File: config.mk
export PLATFORM = sky130hd
export DESIGN_NAME = ext_pin_irq
export DESIGN_NICKNAME = d
export VERILOG_FILES = /design/src/ext_irq_pkg.sv /design/src/ext_pin_irq.sv
export SDC_FILE = /design/constraint.sdc
export NUM_CORES = 1
export LEC_CHECK = 0
export ABC_AREA = 1
export BUFFER_PORTS_ARGS = -buffer_cell sky130_fd_sc_hd__buf_2
export CORE_MARGIN = 2
export CORE_UTILIZATION = 37
export DETAILED_ROUTE_END_ITERATION = 7
export PLACE_DENSITY_LB_ADDON = 0.08
export SLEW_MARGIN = 20
export SYNTH_ARGS = -nofsm -noshare
export SYNTH_HDL_FRONTEND = slang
export SYNTH_SLANG_ARGS = --single-unit
File: constraint.sdc
create_clock -name i_sys_clk -period 1.9 [get_ports i_sys_clk]
set_input_delay 0.38 -clock i_sys_clk [delete_from_list [all_inputs] [get_ports i_sys_clk]]
set_output_delay 0.38 -clock i_sys_clk [all_outputs]
set_load 0.03 [all_outputs]
File: src/ext_irq_pkg.sv
// Purpose: shared constants and carriers for the external pin interrupt block
// Assumes: axi4-lite register access, 32-bit data, one word per register
// Notes:   offsets are byte addresses of aligned words
package ext_irq_pkg;

  ////////////////////////////////////////////////////////////////////////////
  // register byte offsets
  localparam logic [5:0] off_sense  = 6'h00;  // ext_sense_control
  localparam logic [5:0] off_mask   = 6'h04;  // ext_request_mask
  localparam logic [5:0] off_flags  = 6'h08;  // ext_request_flags
  localparam logic [5:0] off_genab  = 6'h0c;  // change_group_enable
  localparam logic [5:0] off_gflag  = 6'h10;  // change_group_flags
  localparam logic [5:0] off_msk3   = 6'h14;  // change_mask_group3
  localparam logic [5:0] off_msk2   = 6'h18;  // change_mask_group2
  localparam logic [5:0] off_msk1   = 6'h1c;  // group 1 mask
  localparam logic [5:0] off_msk0   = 6'h20;  // group 0 mask
  localparam logic [5:0] off_ctrl   = 6'h24;  // global enable (bit 0)
  localparam logic [5:0] off_ack    = 6'h28;  // vector entry acknowledge, write only

  ////////////////////////////////////////////////////////////////////////////
  // field layout and reset values
  localparam int          n_ext      = 4;      // dedicated pins
  localparam int          n_chg      = 27;     // change inputs
  localparam int          n_grp      = 4;      // change groups
  localparam logic [7:0]  rst_byte   = 8'h00;  // every register resets to zero
  localparam logic [2:0]  msk3_used  = 3'h7;   // group 3 mask bits 2..0
  localparam logic [1:0]  resp_okay  = 2'h0;   // axi okay
  localparam logic [1:0]  resp_slverr = 2'h2;  // axi slave error for unmapped

  // sense field codes
  localparam logic [1:0]  sense_low  = 2'h0;
  localparam logic [1:0]  sense_any  = 2'h1;
  localparam logic [1:0]  sense_fall = 2'h2;
  localparam logic [1:0]  sense_rise = 2'h3;

  ////////////////////////////////////////////////////////////////////////////
  // state carriers
  typedef enum logic [0:0] {bus_idle, bus_resp} bus_state_e;

  typedef struct packed {
    logic [7:0]  sense;      // ext_sense_control
    logic [3:0]  mask;       // ext_request_mask
    logic [3:0]  flags;      // ext_request_flags
    logic [3:0]  genab;      // change_group_enable
    logic [3:0]  gflag;      // change_group_flags
    logic [2:0]  msk3;       // change_mask_group3
    logic [7:0]  msk2;       // change_mask_group2
    logic [7:0]  msk1;       // group 1 mask
    logic [7:0]  msk0;       // group 0 mask
    logic        gie;        // global enable
    logic [3:0]  ext_s1;     // dedicated pin sync stage 1
    logic [3:0]  ext_s2;     // dedicated pin sync stage 2
    logic [3:0]  ext_old;    // previous synced sample
    logic [26:0] chg_s1;     // change input sync stage 1
    logic [26:0] chg_s2;     // change input sync stage 2
    logic [26:0] chg_old;    // previous synced sample
    bus_state_e  wst;        // write channel state
    logic [1:0]  bresp;      // write response code
    bus_state_e  rst_st;     // read channel state
    logic [31:0] rdata;      // read data
    logic [1:0]  rresp;      // read response code
  } irq_state_s;

endpackage

File: src/ext_pin_irq.sv
// Purpose: external pin and pin-change interrupt logic with axi4-lite registers
// Assumes: pins synchronous enough for a two-flop synchroniser; one clock
// Notes:   vector acknowledge arrives as a write to the ack register or on i_ext_vec_ack / i_grp_vec_ack
`timescale 1ns/100ps

module ext_pin_irq (
  input  wire logic        i_sys_clk,     // 50 mhz system clock
  input  wire logic        i_rst_n,       // async reset, active low
  input  wire logic [3:0]  i_ext_irq_pins, // dedicated request pins
  input  wire logic [26:0] i_change_inputs, // pin-change inputs
  input  wire logic [3:0]  i_ext_vec_ack, // dedicated vector entered, pulse
  input  wire logic [3:0]  i_grp_vec_ack, // group vector entered, pulse
  output logic      [3:0]  o_ext_req,     // dedicated vector requests
  output logic      [3:0]  o_grp_req,     // group vector requests
  output logic             o_wake,        // clockless wake level
  input  wire logic [5:0]  s_axi_awaddr,  // write address
  input  wire logic        s_axi_awvalid, // write address valid
  output logic             s_axi_awready, // write address ready
  input  wire logic [31:0] s_axi_wdata,   // write data
  input  wire logic [3:0]  s_axi_wstrb,   // write strobes
  input  wire logic        s_axi_wvalid,  // write data valid
  output logic             s_axi_wready,  // write data ready
  output logic [1:0]       s_axi_bresp,   // write response
  output logic             s_axi_bvalid,  // write response valid
  input  wire logic        s_axi_bready,  // write response ready
  input  wire logic [5:0]  s_axi_araddr,  // read address
  input  wire logic        s_axi_arvalid, // read address valid
  output logic             s_axi_arready, // read address ready
  output logic [31:0]      s_axi_rdata,   // read data
  output logic [1:0]       s_axi_rresp,   // read response
  output logic             s_axi_rvalid,  // read data valid
  input  wire logic        s_axi_rready   // read data ready
);

  ////////////////////////////////////////////////////////////////////////////
  // helpers

  // true when the offset is a mapped register
  function automatic logic is_mapped(input logic [5:0] a);
    is_mapped = (a == ext_irq_pkg::off_sense) || (a == ext_irq_pkg::off_mask) ||
                (a == ext_irq_pkg::off_flags) || (a == ext_irq_pkg::off_genab) ||
                (a == ext_irq_pkg::off_gflag) || (a == ext_irq_pkg::off_msk3) ||
                (a == ext_irq_pkg::off_msk2) || (a == ext_irq_pkg::off_msk1) ||
                (a == ext_irq_pkg::off_msk0) || (a == ext_irq_pkg::off_ctrl) ||
                (a == ext_irq_pkg::off_ack);
  endfunction

  // sense field of pin n
  function automatic logic [1:0] sense_of(input logic [7:0] s, input int n);
    sense_of = s[2*n +: 2];
  endfunction

  ////////////////////////////////////////////////////////////////////////////
  // state
  ext_irq_pkg::irq_state_s st;       // registered state
  ext_irq_pkg::irq_state_s next_st;  // next state

  logic        wr_go;       // write address and data both present
  logic [3:0]  ext_hit;     // dedicated edge or change events
  logic [3:0]  low_lvl;     // dedicated pins low and in level mode
  logic [3:0]  grp_hit;     // group change events
  logic [26:0] chg_en;      // per-input enables
  logic [26:0] chg_diff;    // synced change per input
  logic [3:0]  wclr_ext;    // write-one clears of pin flags
  logic [3:0]  wclr_grp;    // write-one clears of group flags
  logic [3:0]  ack_ext;     // vector entry for pins
  logic [3:0]  ack_grp;     // vector entry for groups
  logic        wr_byte0;    // low byte lane written
  logic [31:0] rd_word;     // selected read word

  ////////////////////////////////////////////////////////////////////////////
  // event detection from synchronised samples
  always_comb
  begin
    wr_go    = (st.wst == ext_irq_pkg::bus_idle) && s_axi_awvalid && s_axi_wvalid;
    wr_byte0 = wr_go && s_axi_wstrb[0];
    // per-input enables from group masks and group enables
    chg_en   = {st.msk3 & {3{st.genab[3]}}, st.msk2 & {8{st.genab[2]}},
                st.msk1 & {8{st.genab[1]}}, st.msk0 & {8{st.genab[0]}}};
    chg_diff = st.chg_s2 ^ st.chg_old;
    for (int g = 0; g < 3; g++)
    begin
      grp_hit[g] = |(chg_diff[8*g +: 8] & chg_en[8*g +: 8]);
    end
    grp_hit[3] = |(chg_diff[26:24] & chg_en[26:24]);
    for (int n = 0; n < ext_irq_pkg::n_ext; n++)
    begin
      // pins are read as inputs even when driven by the device itself
      case (sense_of(st.sense, n))
        ext_irq_pkg::sense_low:  ext_hit[n] = 1'b0;
        ext_irq_pkg::sense_any:  ext_hit[n] = st.ext_s2[n] ^ st.ext_old[n];
        ext_irq_pkg::sense_fall: ext_hit[n] = st.ext_old[n] & ~st.ext_s2[n];
        ext_irq_pkg::sense_rise: ext_hit[n] = ~st.ext_old[n] & st.ext_s2[n];
        default:                 ext_hit[n] = 1'b0;
      endcase
      // level request straight from the pin, no clock needed
      low_lvl[n] = (sense_of(st.sense, n) == ext_irq_pkg::sense_low) &&
                   !i_ext_irq_pins[n];
    end
    wclr_ext = (wr_byte0 && s_axi_awaddr == ext_irq_pkg::off_flags) ? s_axi_wdata[3:0] : 4'h0;
    wclr_grp = (wr_byte0 && s_axi_awaddr == ext_irq_pkg::off_gflag) ? s_axi_wdata[3:0] : 4'h0;
    ack_ext  = i_ext_vec_ack |
               ((wr_byte0 && s_axi_awaddr == ext_irq_pkg::off_ack) ? s_axi_wdata[3:0] : 4'h0);
    ack_grp  = i_grp_vec_ack |
               ((wr_byte0 && s_axi_awaddr == ext_irq_pkg::off_ack) ? s_axi_wdata[7:4] : 4'h0);
  end

  ////////////////////////////////////////////////////////////////////////////
  // read word select, unused bits zero
  always_comb
  begin
    rd_word = 32'h0;
    case (s_axi_araddr)
      ext_irq_pkg::off_sense: rd_word = {24'h0, st.sense};
      ext_irq_pkg::off_mask:  rd_word = {28'h0, st.mask};
      ext_irq_pkg::off_flags: rd_word = {28'h0, st.flags};
      ext_irq_pkg::off_genab: rd_word = {28'h0, st.genab};
      ext_irq_pkg::off_gflag: rd_word = {28'h0, st.gflag};
      ext_irq_pkg::off_msk3:  rd_word = {29'h0, st.msk3};
      ext_irq_pkg::off_msk2:  rd_word = {24'h0, st.msk2};
      ext_irq_pkg::off_msk1:  rd_word = {24'h0, st.msk1};
      ext_irq_pkg::off_msk0:  rd_word = {24'h0, st.msk0};
      ext_irq_pkg::off_ctrl:  rd_word = {31'h0, st.gie};
      default:                rd_word = 32'h0;
    endcase
  end

  ////////////////////////////////////////////////////////////////////////////
  // next state
  always_comb
  begin
    next_st = st;
    // two-flop synchronisers, stage 1 only feeds stage 2
    next_st.ext_s1  = i_ext_irq_pins;
    next_st.ext_s2  = st.ext_s1;
    next_st.ext_old = st.ext_s2;
    next_st.chg_s1  = i_change_inputs;
    next_st.chg_s2  = st.chg_s1;
    next_st.chg_old = st.chg_s2;
    // register writes
    if (wr_byte0)
    begin
      case (s_axi_awaddr)
        ext_irq_pkg::off_sense: next_st.sense = s_axi_wdata[7:0];
        ext_irq_pkg::off_mask:  next_st.mask  = s_axi_wdata[3:0];
        ext_irq_pkg::off_genab: next_st.genab = s_axi_wdata[3:0];
        ext_irq_pkg::off_msk3:  next_st.msk3  = s_axi_wdata[2:0] & ext_irq_pkg::msk3_used;
        ext_irq_pkg::off_msk2:  next_st.msk2  = s_axi_wdata[7:0];
        ext_irq_pkg::off_msk1:  next_st.msk1  = s_axi_wdata[7:0];
        ext_irq_pkg::off_msk0:  next_st.msk0  = s_axi_wdata[7:0];
        ext_irq_pkg::off_ctrl:  next_st.gie   = s_axi_wdata[0];
        default:                next_st.gie   = st.gie;
      endcase
    end
    // flags: set wins over clear
    next_st.flags = (st.flags & ~wclr_ext & ~ack_ext) | ext_hit;
    for (int n = 0; n < ext_irq_pkg::n_ext; n++)
    begin
      if (sense_of(st.sense, n) == ext_irq_pkg::sense_low)
      begin
        next_st.flags[n] = 1'b0;
      end
    end
    next_st.gflag = (st.gflag & ~wclr_grp & ~ack_grp) | grp_hit;
    // write channel
    case (st.wst)
      ext_irq_pkg::bus_idle:
      begin
        if (wr_go)
        begin
          next_st.wst   = ext_irq_pkg::bus_resp;
          next_st.bresp = is_mapped(s_axi_awaddr) ? ext_irq_pkg::resp_okay : ext_irq_pkg::resp_slverr;
        end
      end
      ext_irq_pkg::bus_resp:
      begin
        if (s_axi_bready)
        begin
          next_st.wst = ext_irq_pkg::bus_idle;
        end
      end
      default: next_st.wst = ext_irq_pkg::bus_idle;
    endcase
    // read channel
    case (st.rst_st)
      ext_irq_pkg::bus_idle:
      begin
        if (s_axi_arvalid)
        begin
          next_st.rst_st = ext_irq_pkg::bus_resp;
          next_st.rdata  = rd_word;
          next_st.rresp  = is_mapped(s_axi_araddr) && s_axi_araddr != ext_irq_pkg::off_ack ?
                           ext_irq_pkg::resp_okay : ext_irq_pkg::resp_slverr;
        end
      end
      ext_irq_pkg::bus_resp:
      begin
        if (s_axi_rready)
        begin
          next_st.rst_st = ext_irq_pkg::bus_idle;
        end
      end
      default: next_st.rst_st = ext_irq_pkg::bus_idle;
    endcase
  end

  ////////////////////////////////////////////////////////////////////////////
  // state register
  always_ff @(posedge i_sys_clk or negedge i_rst_n)
  begin
    if (!i_rst_n)
    begin
      st <= '0;
    end
    else
    begin
      st <= next_st;
    end
  end

  ////////////////////////////////////////////////////////////////////////////
  // outputs
  always_comb
  begin
    o_ext_req     = {4{st.gie}} & st.mask & (st.flags | low_lvl);
    o_grp_req     = {4{st.gie}} & st.genab & st.gflag;
    // clockless wake: raw low level or raw difference from last sample
    o_wake        = |(low_lvl & st.mask) |
                    |((i_change_inputs ^ st.chg_old) & chg_en);
    s_axi_awready = wr_go;
    s_axi_wready  = wr_go;
    s_axi_bvalid  = (st.wst == ext_irq_pkg::bus_resp);
    s_axi_bresp   = st.bresp;
    s_axi_arready = (st.rst_st == ext_irq_pkg::bus_idle);
    s_axi_rvalid  = (st.rst_st == ext_irq_pkg::bus_resp);
    s_axi_rdata   = st.rdata;
    s_axi_rresp   = st.rresp;
  end

  ////////////////////////////////////////////////////////////////////////////
  // checks
  req_gate_a: assert property (@(posedge i_sys_clk) disable iff (!i_rst_n)
    (o_ext_req != 4'h0) |-> (st.gie && (o_ext_req & ~st.mask) == 4'h0))
    else $error("dedicated request without enables");
  fall_flag_a: assert property (@(posedge i_sys_clk) disable iff (!i_rst_n)
    (st.sense[5:4] == 2'h2 && st.ext_s2[2] && !st.ext_s1[2] && $stable(st.sense))
    |=> ##1 st.flags[2])
    else $error("falling edge missed pin 2");
  rise_flag_a: assert property (@(posedge i_sys_clk) disable iff (!i_rst_n)
    (st.sense[7:6] == 2'h3 && !st.ext_s2[3] && st.ext_s1[3] && $stable(st.sense))
    |=> ##1 st.flags[3])
    else $error("rising edge missed pin 3");
  low_level_a: assert property (@(posedge i_sys_clk) disable iff (!i_rst_n)
    (st.sense[1:0] == 2'h0 && st.gie && st.mask[0] && !i_ext_irq_pins[0])
    |-> o_ext_req[0])
    else $error("low level not requested");
  low_clear_a: assert property (@(posedge i_sys_clk) disable iff (!i_rst_n)
    $past(st.sense[1:0] == 2'h0) |-> !st.flags[0])
    else $error("flag set in level mode");
  upper_zero_a: assert property (@(posedge i_sys_clk) disable iff (!i_rst_n)
    s_axi_rvalid && st.rresp == 2'h0 |-> s_axi_rdata[31:8] == 24'h0)
    else $error("upper read bits not zero");
  grp_flag_a: assert property (@(posedge i_sys_clk) disable iff (!i_rst_n)
    (chg_diff[25] && chg_en[25]) |=> st.gflag[3])
    else $error("group 3 change missed");
  wone_clear_a: assert property (@(posedge i_sys_clk) disable iff (!i_rst_n)
    (wclr_grp[2] && !grp_hit[2]) |=> !st.gflag[2])
    else $error("write one did not clear");
  grp_vec_a: assert property (@(posedge i_sys_clk) disable iff (!i_rst_n)
    o_grp_req[2] |-> (st.genab[2] && st.gie && st.gflag[2]))
    else $error("group request without enables");

endmodule // ext_pin_irq

==> results of run 1 <==
[metrics by stage]
step	TNS [ns]	cell area, sq um	util	total power, uW
after global placement	0	7910	0.419	4330
final	-0.386	8760	0.464	7600
after CTS	-0.301	8670	0.459	7680
after floorplan	0	7280	-	4050
after detailed placement	0	7910	0.419	4340
after global routing	-0.809	8760	0.464	7950
[synthesized netlist by cell type, drive strengths merged]
library cell  instances
and3                  1
xnor2                 6
inv                  71
a31oi                 1
nor4                  1
clkbuf                1
dfrtp               157
a21oi                41
o21ai               103
o32a                  4
nand4                20
buf                  48
nand3b                1
or2                   1
nor3                  7
conb                  1
nand2               193
nor2                103
nand3                35
ha                    8
[where the power goes]
group	internal [uW]	switching (uW)
logic	218	488
clock network	1930	1350
registers	3500	116
total	5650	1950
[flip-flops by register name, indices dropped and copies added, names as in the netlist]
name and flops:
st 83, next_st 62, s_axi_rdata 8, s_axi_bresp 1, s_axi_bvalid 1, s_axi_rresp 1
s_axi_rvalid 1
[cell families after synthesis]
logic type | Yosys count | synth area share
AND/OR/NAND/NOR | 362 | 0.224
flip-flops | 157 | 0.546
AO/OA/AOI/OAI | 149 | 0.119
buffers and inverters | 120 | 0.0884
adder cells (fa/ha/maj) | 8 | 0.0139
XOR/XNOR | 6 | 0.00731
other | 1 | 0.000522
[routing by layer]
metal | track usage | up-vias | wire, um
met5 | 0 | - | 0
li1 | - | 2799 | -
met3 | 0.0447 | 30 | 880
met2 | 0.306 | 150 | 8930
met4 | 0.0712 | 0 | 436
met1 | 0.273 | 2717 | 9030
[path summary, 6_finish.rpt]
path                       cells after the start                   start                      to
min in group asynchronous                      2                 i_rst_n        st[63]$_DFF_PN0_
min                                            1       i_ext_irq_pins[3]  next_st[126]$_DFF_PN0_
max                                            9     st[163]$_DFFE_PN0P_                  o_wake
max in group asynchronous                      3                 i_rst_n     st[165]$_DFFE_PN0P_
min reg2reg                                    0   next_st[74]$_DFF_PN0_   next_st[47]$_DFF_PN0_
max reg2reg                                    6  s_axi_bvalid$_DFF_PN0_       st[170]$_DFF_PN0_
[cell type report]
cell class	count	area [sq um]	share of cell area
Sequential cell	157	3930	0.449
Clock buffer	21	480	0.0548
Inverter	71	270	0.0308
Clock inverter	9	86.3	0.00985
Tap cell	260	325	0.0371
Multi-Input combinational cell	551	2860	0.326
Timing Repair Buffer	126	807	0.0921
[what timing repair did]
item,in CTS,in global routing
pin swaps,12,9
hold buffers,1,0
buffers inserted,8,3
gates resized for setup,49,23
hold endpoints to repair,43,0
endpoints found under the setup margin,8,7
==> impl_metrics.ini, run 1 <==
[place]
gp_congestion = 0.875
dpl_worst_slack_ns = 0.0364
portBuffers = 90
place_inst = 1154
place_hpwl_mm = 14.6

[critical_path]
criticalPathCategory = register to output pin
cp_slowest_cell = dfrtp_2
cp.required_ns = 1.52
cp_max_fo = 6
path_cells = nand2_1 -> a21oi_1 -> o21ai_0 -> nand2_1 -> nor2_2 -> nand2_1 -> nor2_1 -> nand2_1 -> buf_6
cp_num_buf_inv = 1
start_kind = register
worstPathArrival_ns = 1.81
cp-end-kind = output pin
cp_top_family = simple AND/OR/NAND/NOR gates
ff2ff_setup_slack_ns = 0.34
crit_top_cell = nand2_1
max_stage_delay_ns = 0.48

[detailed_routing]
firstDrtPassIters = 5
finalWirelength_mm = 19.3
drc = 0
wl_per_cell_um = 16.1
drtAntennaViolNets = 0
drtIter0Drc = 422
vias_per_cell = 4.77
route.vias.total = 5696

[clock_tree]
tritoncts = built
insertion_delay_ns = 0.43
cts.sinks = 157
clock_path_buffers = 2
cts-htree-levels = 4
numCtsBuffers = 17
root_buffer = clkbuf_16
clk_pin_slew_ns = 0.06

[grt]
grt_max_degree = 48
grt_usage = 0.198
grt_pass1_vias = 5585
overflow = 0
grt_pass1_wl_mm = 30.3
antenna_found_initial = 0

[synth]
netlist_instances = 803
synth_area_per_cell_sq_um = 8.95
yosysTopAreaCell = dfrtp_1
yosys-top-cells-area = dfrtp_1 55%, nand2_1 10%, nor2_1 5.0%, o21ai_0 4.8%, buf_4 4.2%
yosys_warnings = 0
synth.distinct_cells = 32
synth_top_area_share = 0.546
synth_seq_cells = 157
yosysSeqAreaShare = 0.546
synth_area_sq_um = 7190

[finish]
layoutNonFillerInstCount = 1195
synthToLayoutAreaGrowth_pct = 21.9
final_nets = 1026
final_cell_mix = 177 x nand2_1, 153 x dfrtp_1, 84 x nor2_1
fill_cells = 1861
mostFrequentLayoutCell = nand2_1
antenna_cells = 0
final_layout_size_suffix_gt1_frac = 0.259

[outcome]
status = finished with violations
violations = setup timing

[sta]
fin_crit_sh = 1.15
setup_violations = 6
fmax_ghz = 0.456
setup_ws_ns = -0.293
finClkSkew_ns = 0.00632
hold_viol_final = 0
fin_crit_ns = 2.19
finalMaxSlewViolations = 0
whs_ns = 0.0773
rsz0062_at_grt = yes

[die]
start_util = 0.381
die_area_sq_um = 20600
io_pins = 144
core_sq_um = 18900
die_h_um = 143
row_count = 50
fp.dieW_um = 143

[power_and_ir_drop]
powerDensity_nw_per_um2 = 867
peakVddDrop_uv = 652
p_leak_uw = 0.00430

[flow_run]
max_cap_violations = 0

[worst_hold_path]
hold_path.class = primary input to register
Note: power is estimated with default switching activity, not from simulation.
==> run 2: changes to the inputs <==
ABC_AREA = 0   (was 1)
CTS_BUF_LIST = sky130_fd_sc_hd__clkbuf_4 sky130_fd_sc_hd__clkbuf_8 sky130_fd_sc_hd__clkbuf_16   (was not set)
==> impl_metrics.ini, run 2 <==
[clock_tree]
clk_pin_slew_ns = 0.06
postCtsSetupRepairBufs = 0
cts.sinks = 157
numCtsBuffers = 17
root_buffer = clkbuf_16
insertion_delay_ns = 0.43
tritoncts = built
clock_path_buffers = 2
cts-htree-levels = 4

[sta]
tns_ns = -0.481
whs_ns = 0.0808
rsz0062_at_grt = yes
fmax_ghz = 0.420
fin_crit_ns = 2.38
finalMaxSlewViolations = 0
setup_violations = 1
setup_ws_ns = -0.481
fin_crit_sh = 1.25
hold_viol_final = 0
finClkSkew_ns = 0.00894

[synth]
synth_area_sq_um = 6750
yosys-top-cells-area = dfrtp_1 58%, xor2_1 7.0%, mux2_2 6.3%, buf_4 4.1%, a22oi_1 2.6%
synth_top_area_share = 0.582
netlist_instances = 528
synth_enable_flop_cells = 0
synth_area_per_cell_sq_um = 12.8
synth_seq_cells = 157
synth.distinct_cells = 51
yosysTopAreaCell = dfrtp_1
yosys_warnings = 0
synth-async-reset-ratio = 1.00
synthFlopType = dfrtp_1
synth.top_cells.by_count = 157 x dfrtp_1, 54 x xor2_1, 38 x mux2_2
synthMostInstantiatedCell = dfrtp_1
yosysSeqAreaShare = 0.582

[critical_path]
criticalPathCategory = register to output pin
cp_slowest_cell = dfrtp_1
max_stage_delay_ns = 0.41
worstPathArrival_ns = 2.00
cp_max_fo = 2
cp.required_ns = 1.52
path_cells = xor2_2 -> a32oi_1 -> o211ai_1 -> a221oi_1 -> nand4_1 -> buf_6
cp-end-kind = output pin
start_kind = register
rr_worst_depth = 6

[finish]
antenna_cells = 0
final_cell_mix = 155 x dfrtp_1, 87 x buf_2, 57 x buf_4
final_nets = 775
mostFrequentLayoutCell = dfrtp_1
fill_cells = 1670
largest_register_ffs = 83
regMostFlops = st
final_layout_size_suffix_gt1_frac = 0.350
finish.utilization = 0.469
synthToLayoutAreaGrowth_pct = 24.4

[grt]
grt_pass1_vias = 4823
grt_usage = 0.189
grt_max_degree = 59
grt_pass1_wl_mm = 27.6
antenna_found_initial = 0
overflow = 0

[detailed_routing]
finalWirelength_mm = 17.4
drtIter0Drc = 320
wl_per_cell_um = 19.1
route.vias.total = 4543
firstDrtPassIters = 5
vias_per_cell = 4.97
drc = 0
drtAntennaViolNets = 0

[place]
portBuffers = 90
gp_congestion = 0.873
place_hpwl_mm = 13.1

[die]
start_util = 0.377
fp.dieW_um = 139
io_pins = 144
die_area_sq_um = 19300
row_count = 49
core_sq_um = 17900
die_h_um = 139

[power_and_ir_drop]
power_uw = 7850
powerDensity_nw_per_um2 = 936
p_leak_uw = 0.00417
peakVddDrop_uv = 666

[flow_run]
max_cap_violations = 0

[outcome]
violations = setup timing
status = finished with violations

[worst_hold_path]
hold_path.class = primary input to register
min_path_cells = 1
[run 2: power by group]
part	internal [uW]	switching, uW	total, uW
clock	2160	1360	3520
combinational	284	451	734
sequential	3500	105	3600
[run 2: final timing paths]
path                                        start                     to  slack (ns)
setup / recovery                 st[49]$_DFF_PN0_                 o_wake       -0.48
hold / removal                i_change_inputs[14]  next_st[79]$_DFF_PN0_        0.08
setup reg to reg           s_axi_bvalid$_DFF_PN0_    st[156]$_DFFE_PN0P_        0.06
hold reg to reg             next_st[89]$_DFF_PN0_  next_st[62]$_DFF_PN0_        0.35
max in group asynchronous                 i_rst_n       st[39]$_DFF_PN0_        0.83
min in group asynchronous                 i_rst_n  next_st[85]$_DFF_PN0_        0.37
[run 2: area by class of cell]
type                            count  area, sq um  area share
Inverter                           16         60.1     0.00716
Tap cell                          229          287      0.0341
Multi-Input combinational cell    331         2560       0.305
Sequential cell                   157         3930       0.468
Clock buffer                       21          468      0.0558
Clock inverter                     10          140      0.0167
Timing Repair Buffer              150          947       0.113
[run 2: cells by family (layout without fill, tap and decap cells)]
group | after synthesis | count (layout) | share of synthesized area
DFF | 157 | 157 | 0.582
AOI/OAI and AO/OA | 94 | 94 | 0.101
and+or+nand+nor | 94 | 94 | 0.0744
buffers and inverters | 65 | 197 | 0.0592
muxes | 55 | 55 | 0.0983
xor gates and xnor gates | 54 | 54 | 0.0701
adders and majority gates | 8 | 8 | 0.0148
other | 1 | 26 | 0.000556
[run 2: critical path: cells and delay by family (launching register included)]
family | cells | cell delay [ns]
and+or+nand+nor | 1 | 0.18
AOI/OAI and AO/OA | 3 | 0.64
xor gates and xnor gates | 1 | 0.17
DFF | 1 | 0.41
buffers and inverters | 1 | 0.18
[run 2: timing repair]
item                                   CTS  global route
setup endpoints to repair                5            17
pin swaps                                4             4
cloned                                   0             0
hold buffers                             1             0
resized for setup                        8             5
endpoints found under the hold margin   18             0
[run 2: metal layers]
layer,vias up,global-route usage,part of all wire
li1,2098,-,-
met3,21,0.0397,0.037
met1,2290,0.265,0.48
met5,-,0,0
met4,0,0.0654,0.016
met2,134,0.292,0.47
[run 2: metrics by stage]
step,worst slack [ns],std cells,area [sq um]
2_1_floorplan,-0.0989,553,6850
3_3_place_gp,-0.221,882,7720
3_5_place_dp,-0.248,882,7720
4_1_cts,-0.531,914,8370
5_1_grt,-0.517,914,8390
6_report,-0.481,914,8390
==> run 3: changes to the inputs <==
TNS_END_PERCENT = 20   (was not set)
clock period = 2.04 ns   (was 1.9 ns; I/O delays follow)
==> impl_metrics.ini, run 3 (synthesized netlist as in run 2, its figures left out) <==
[grt]
grt_pass1_vias = 4664
overflow = 0
grt_usage = 0.180
grt_pass1_wl_mm = 26.4
antenna_found_initial = 0
grt_max_degree = 65

[sta]
rsz0062_at_grt = yes
whs_ns = 0.109
fmax_ghz = 0.428
hold_viol_final = 0
fin_crit_ns = 2.34
setup_violations = 1
fin_crit_sh = 1.15
finClkSkew_ns = 0.00881
finalMaxSlewViolations = 0
setup_ws_ns = -0.298

[clock_tree]
cts.sinks = 157
clock_path_buffers = 2
root_buffer = clkbuf_16
insertion_delay_ns = 0.43
clk_pin_slew_ns = 0.06
tritoncts = built
cts-htree-levels = 4
numCtsBuffers = 17

[power_and_ir_drop]
powerDensity_nw_per_um2 = 873
p_leak_uw = 0.00405
peakVddDrop_uv = 567

[critical_path]
cp-end-kind = output pin
criticalPathCategory = register to output pin
rr_worst_depth = 5
ff2ff_setup_slack_ns = 0.20
cp.required_ns = 1.63
r2r_end = st[165]$_DFFE_PN0P_
endpoint = o_wake
start_kind = register
worstPathArrival_ns = 1.93
r2r-start = s_axi_bvalid$_DFF_PN0_
critPathLaunch = st[49]$_DFF_PN0_
cp_max_fo = 2

[place]
dpl_worst_slack_ns = -0.164
portBuffers = 90
gp_congestion = 0.857
place_hpwl_mm = 12.6

[die]
die_h_um = 139
die_area_sq_um = 19300
row_count = 49
io_pins = 144
start_util = 0.377
core_sq_um = 17900
fp.dieW_um = 139

[outcome]
status = finished with violations
violations = setup timing

[detailed_routing]
finalWirelength_mm = 16.6
route.vias.total = 4479
drtAntennaViolNets = 0
wl_per_cell_um = 18.6
drtIter0Drc = 292
drc = 0
vias_per_cell = 5.01
firstDrtPassIters = 5

[worst_hold_path]
hold_path.class = primary input to register

[finish]
synthToLayoutAreaGrowth_pct = 21.3
antenna_cells = 0
final_nets = 755
largest_register_ffs = 83
mostFrequentLayoutCell = dfrtp_1
final_cell_mix = 156 x dfrtp_1, 88 x buf_2, 53 x xor2_1
regMostFlops = st
final_layout_size_suffix_gt1_frac = 0.322

[flow_run]
max_cap_violations = 0
## run 3: cell types whose count changed in the layout (fill, tap and decap cells not counted), moves of 2 or more
cell     delta
buf_4      -20
nand3_1     +2
nor3_1      +4
inv_6       +3
nor3_2      -4
## run 3: how the worst min path moves through the flow
stage,from,endpoint,depth (start not counted)
final,i_ext_irq_pins[2],next_st[125]$_DFF_PN0_,1
after global routing,i_change_inputs[15],next_st[80]$_DFF_PN0_,1
after detailed placement,i_rst_n,st[54]$_DFF_PN0_,1
after global placement,i_rst_n,next_st[57]$_DFF_PN0_,1
after floorplan,i_rst_n,next_st[119]$_DFF_PN0_,0
after CTS,i_change_inputs[15],next_st[80]$_DFF_PN0_,1
## run 3: final cells by class
cell class / instances / area [sq um]
timing repair buffer: 130 / 791
clock inverter: 11 / 131
sequential: 157 / 3930
multi-input combinational: 331 / 2530
fill: 1705 / 9720
clock buffer: 20 / 460
inverter: 16 / 60.1
tap: 229 / 287
## run 3: through the flow
| stage | instances | power, uW | area, sq um | setup TNS (ns) | util |
|---|---|---|---|---|---|
| final | 894 | 7140 | 8190 | -0.298 | 0.457 |
| after global placement | 860 | 4040 | 7550 | -1.66 | 0.422 |
| after CTS | 894 | 7250 | 8190 | -0.346 | 0.457 |
| after detailed placement | 860 | 4060 | 7550 | -2.98 | 0.422 |
| after global routing | 894 | 7450 | 8190 | -0.377 | 0.457 |
| after floorplan | 553 | 3780 | 6850 | 0 | - |
## run 3: where the power goes
part	switching [uW]	total, uW	internal (uW)
clock	1260	3140	1880
sequential	102	3360	3260
combinational	403	644	241
total	1760	7140	5380
## run 3: layer usage
layer	up-vias	part of all wire	global-route usage
li1	2070	-	-
met1	2251	0.47	0.254
met2	137	0.47	0.281
met3	21	0.053	0.0387
met4	0	0.011	0.0564
met5	-	0	0
## run 3: what timing repair did
| item | 4_1_cts | 5_1_grt |
|---|---|---|
| cloned | 0 | 0 |
| endpoints found under the setup margin | 1 | 1 |
| resized for setup | 4 | 1 |
| endpoints found under the hold margin | 24 | 0 |
| pin swaps | 5 | 2 |
| buffers inserted | 2 | 0 |
| hold buffers | 1 | 0 |
## run 3: critical path: stages, from the launching register on
cell,delay [ns]
dfrtp_1,0.41
xor2_2,0.17
a32oi_1,0.18
o211ai_1,0.14
a221oi_1,0.23
nand4_1,0.19
buf_6,0.19
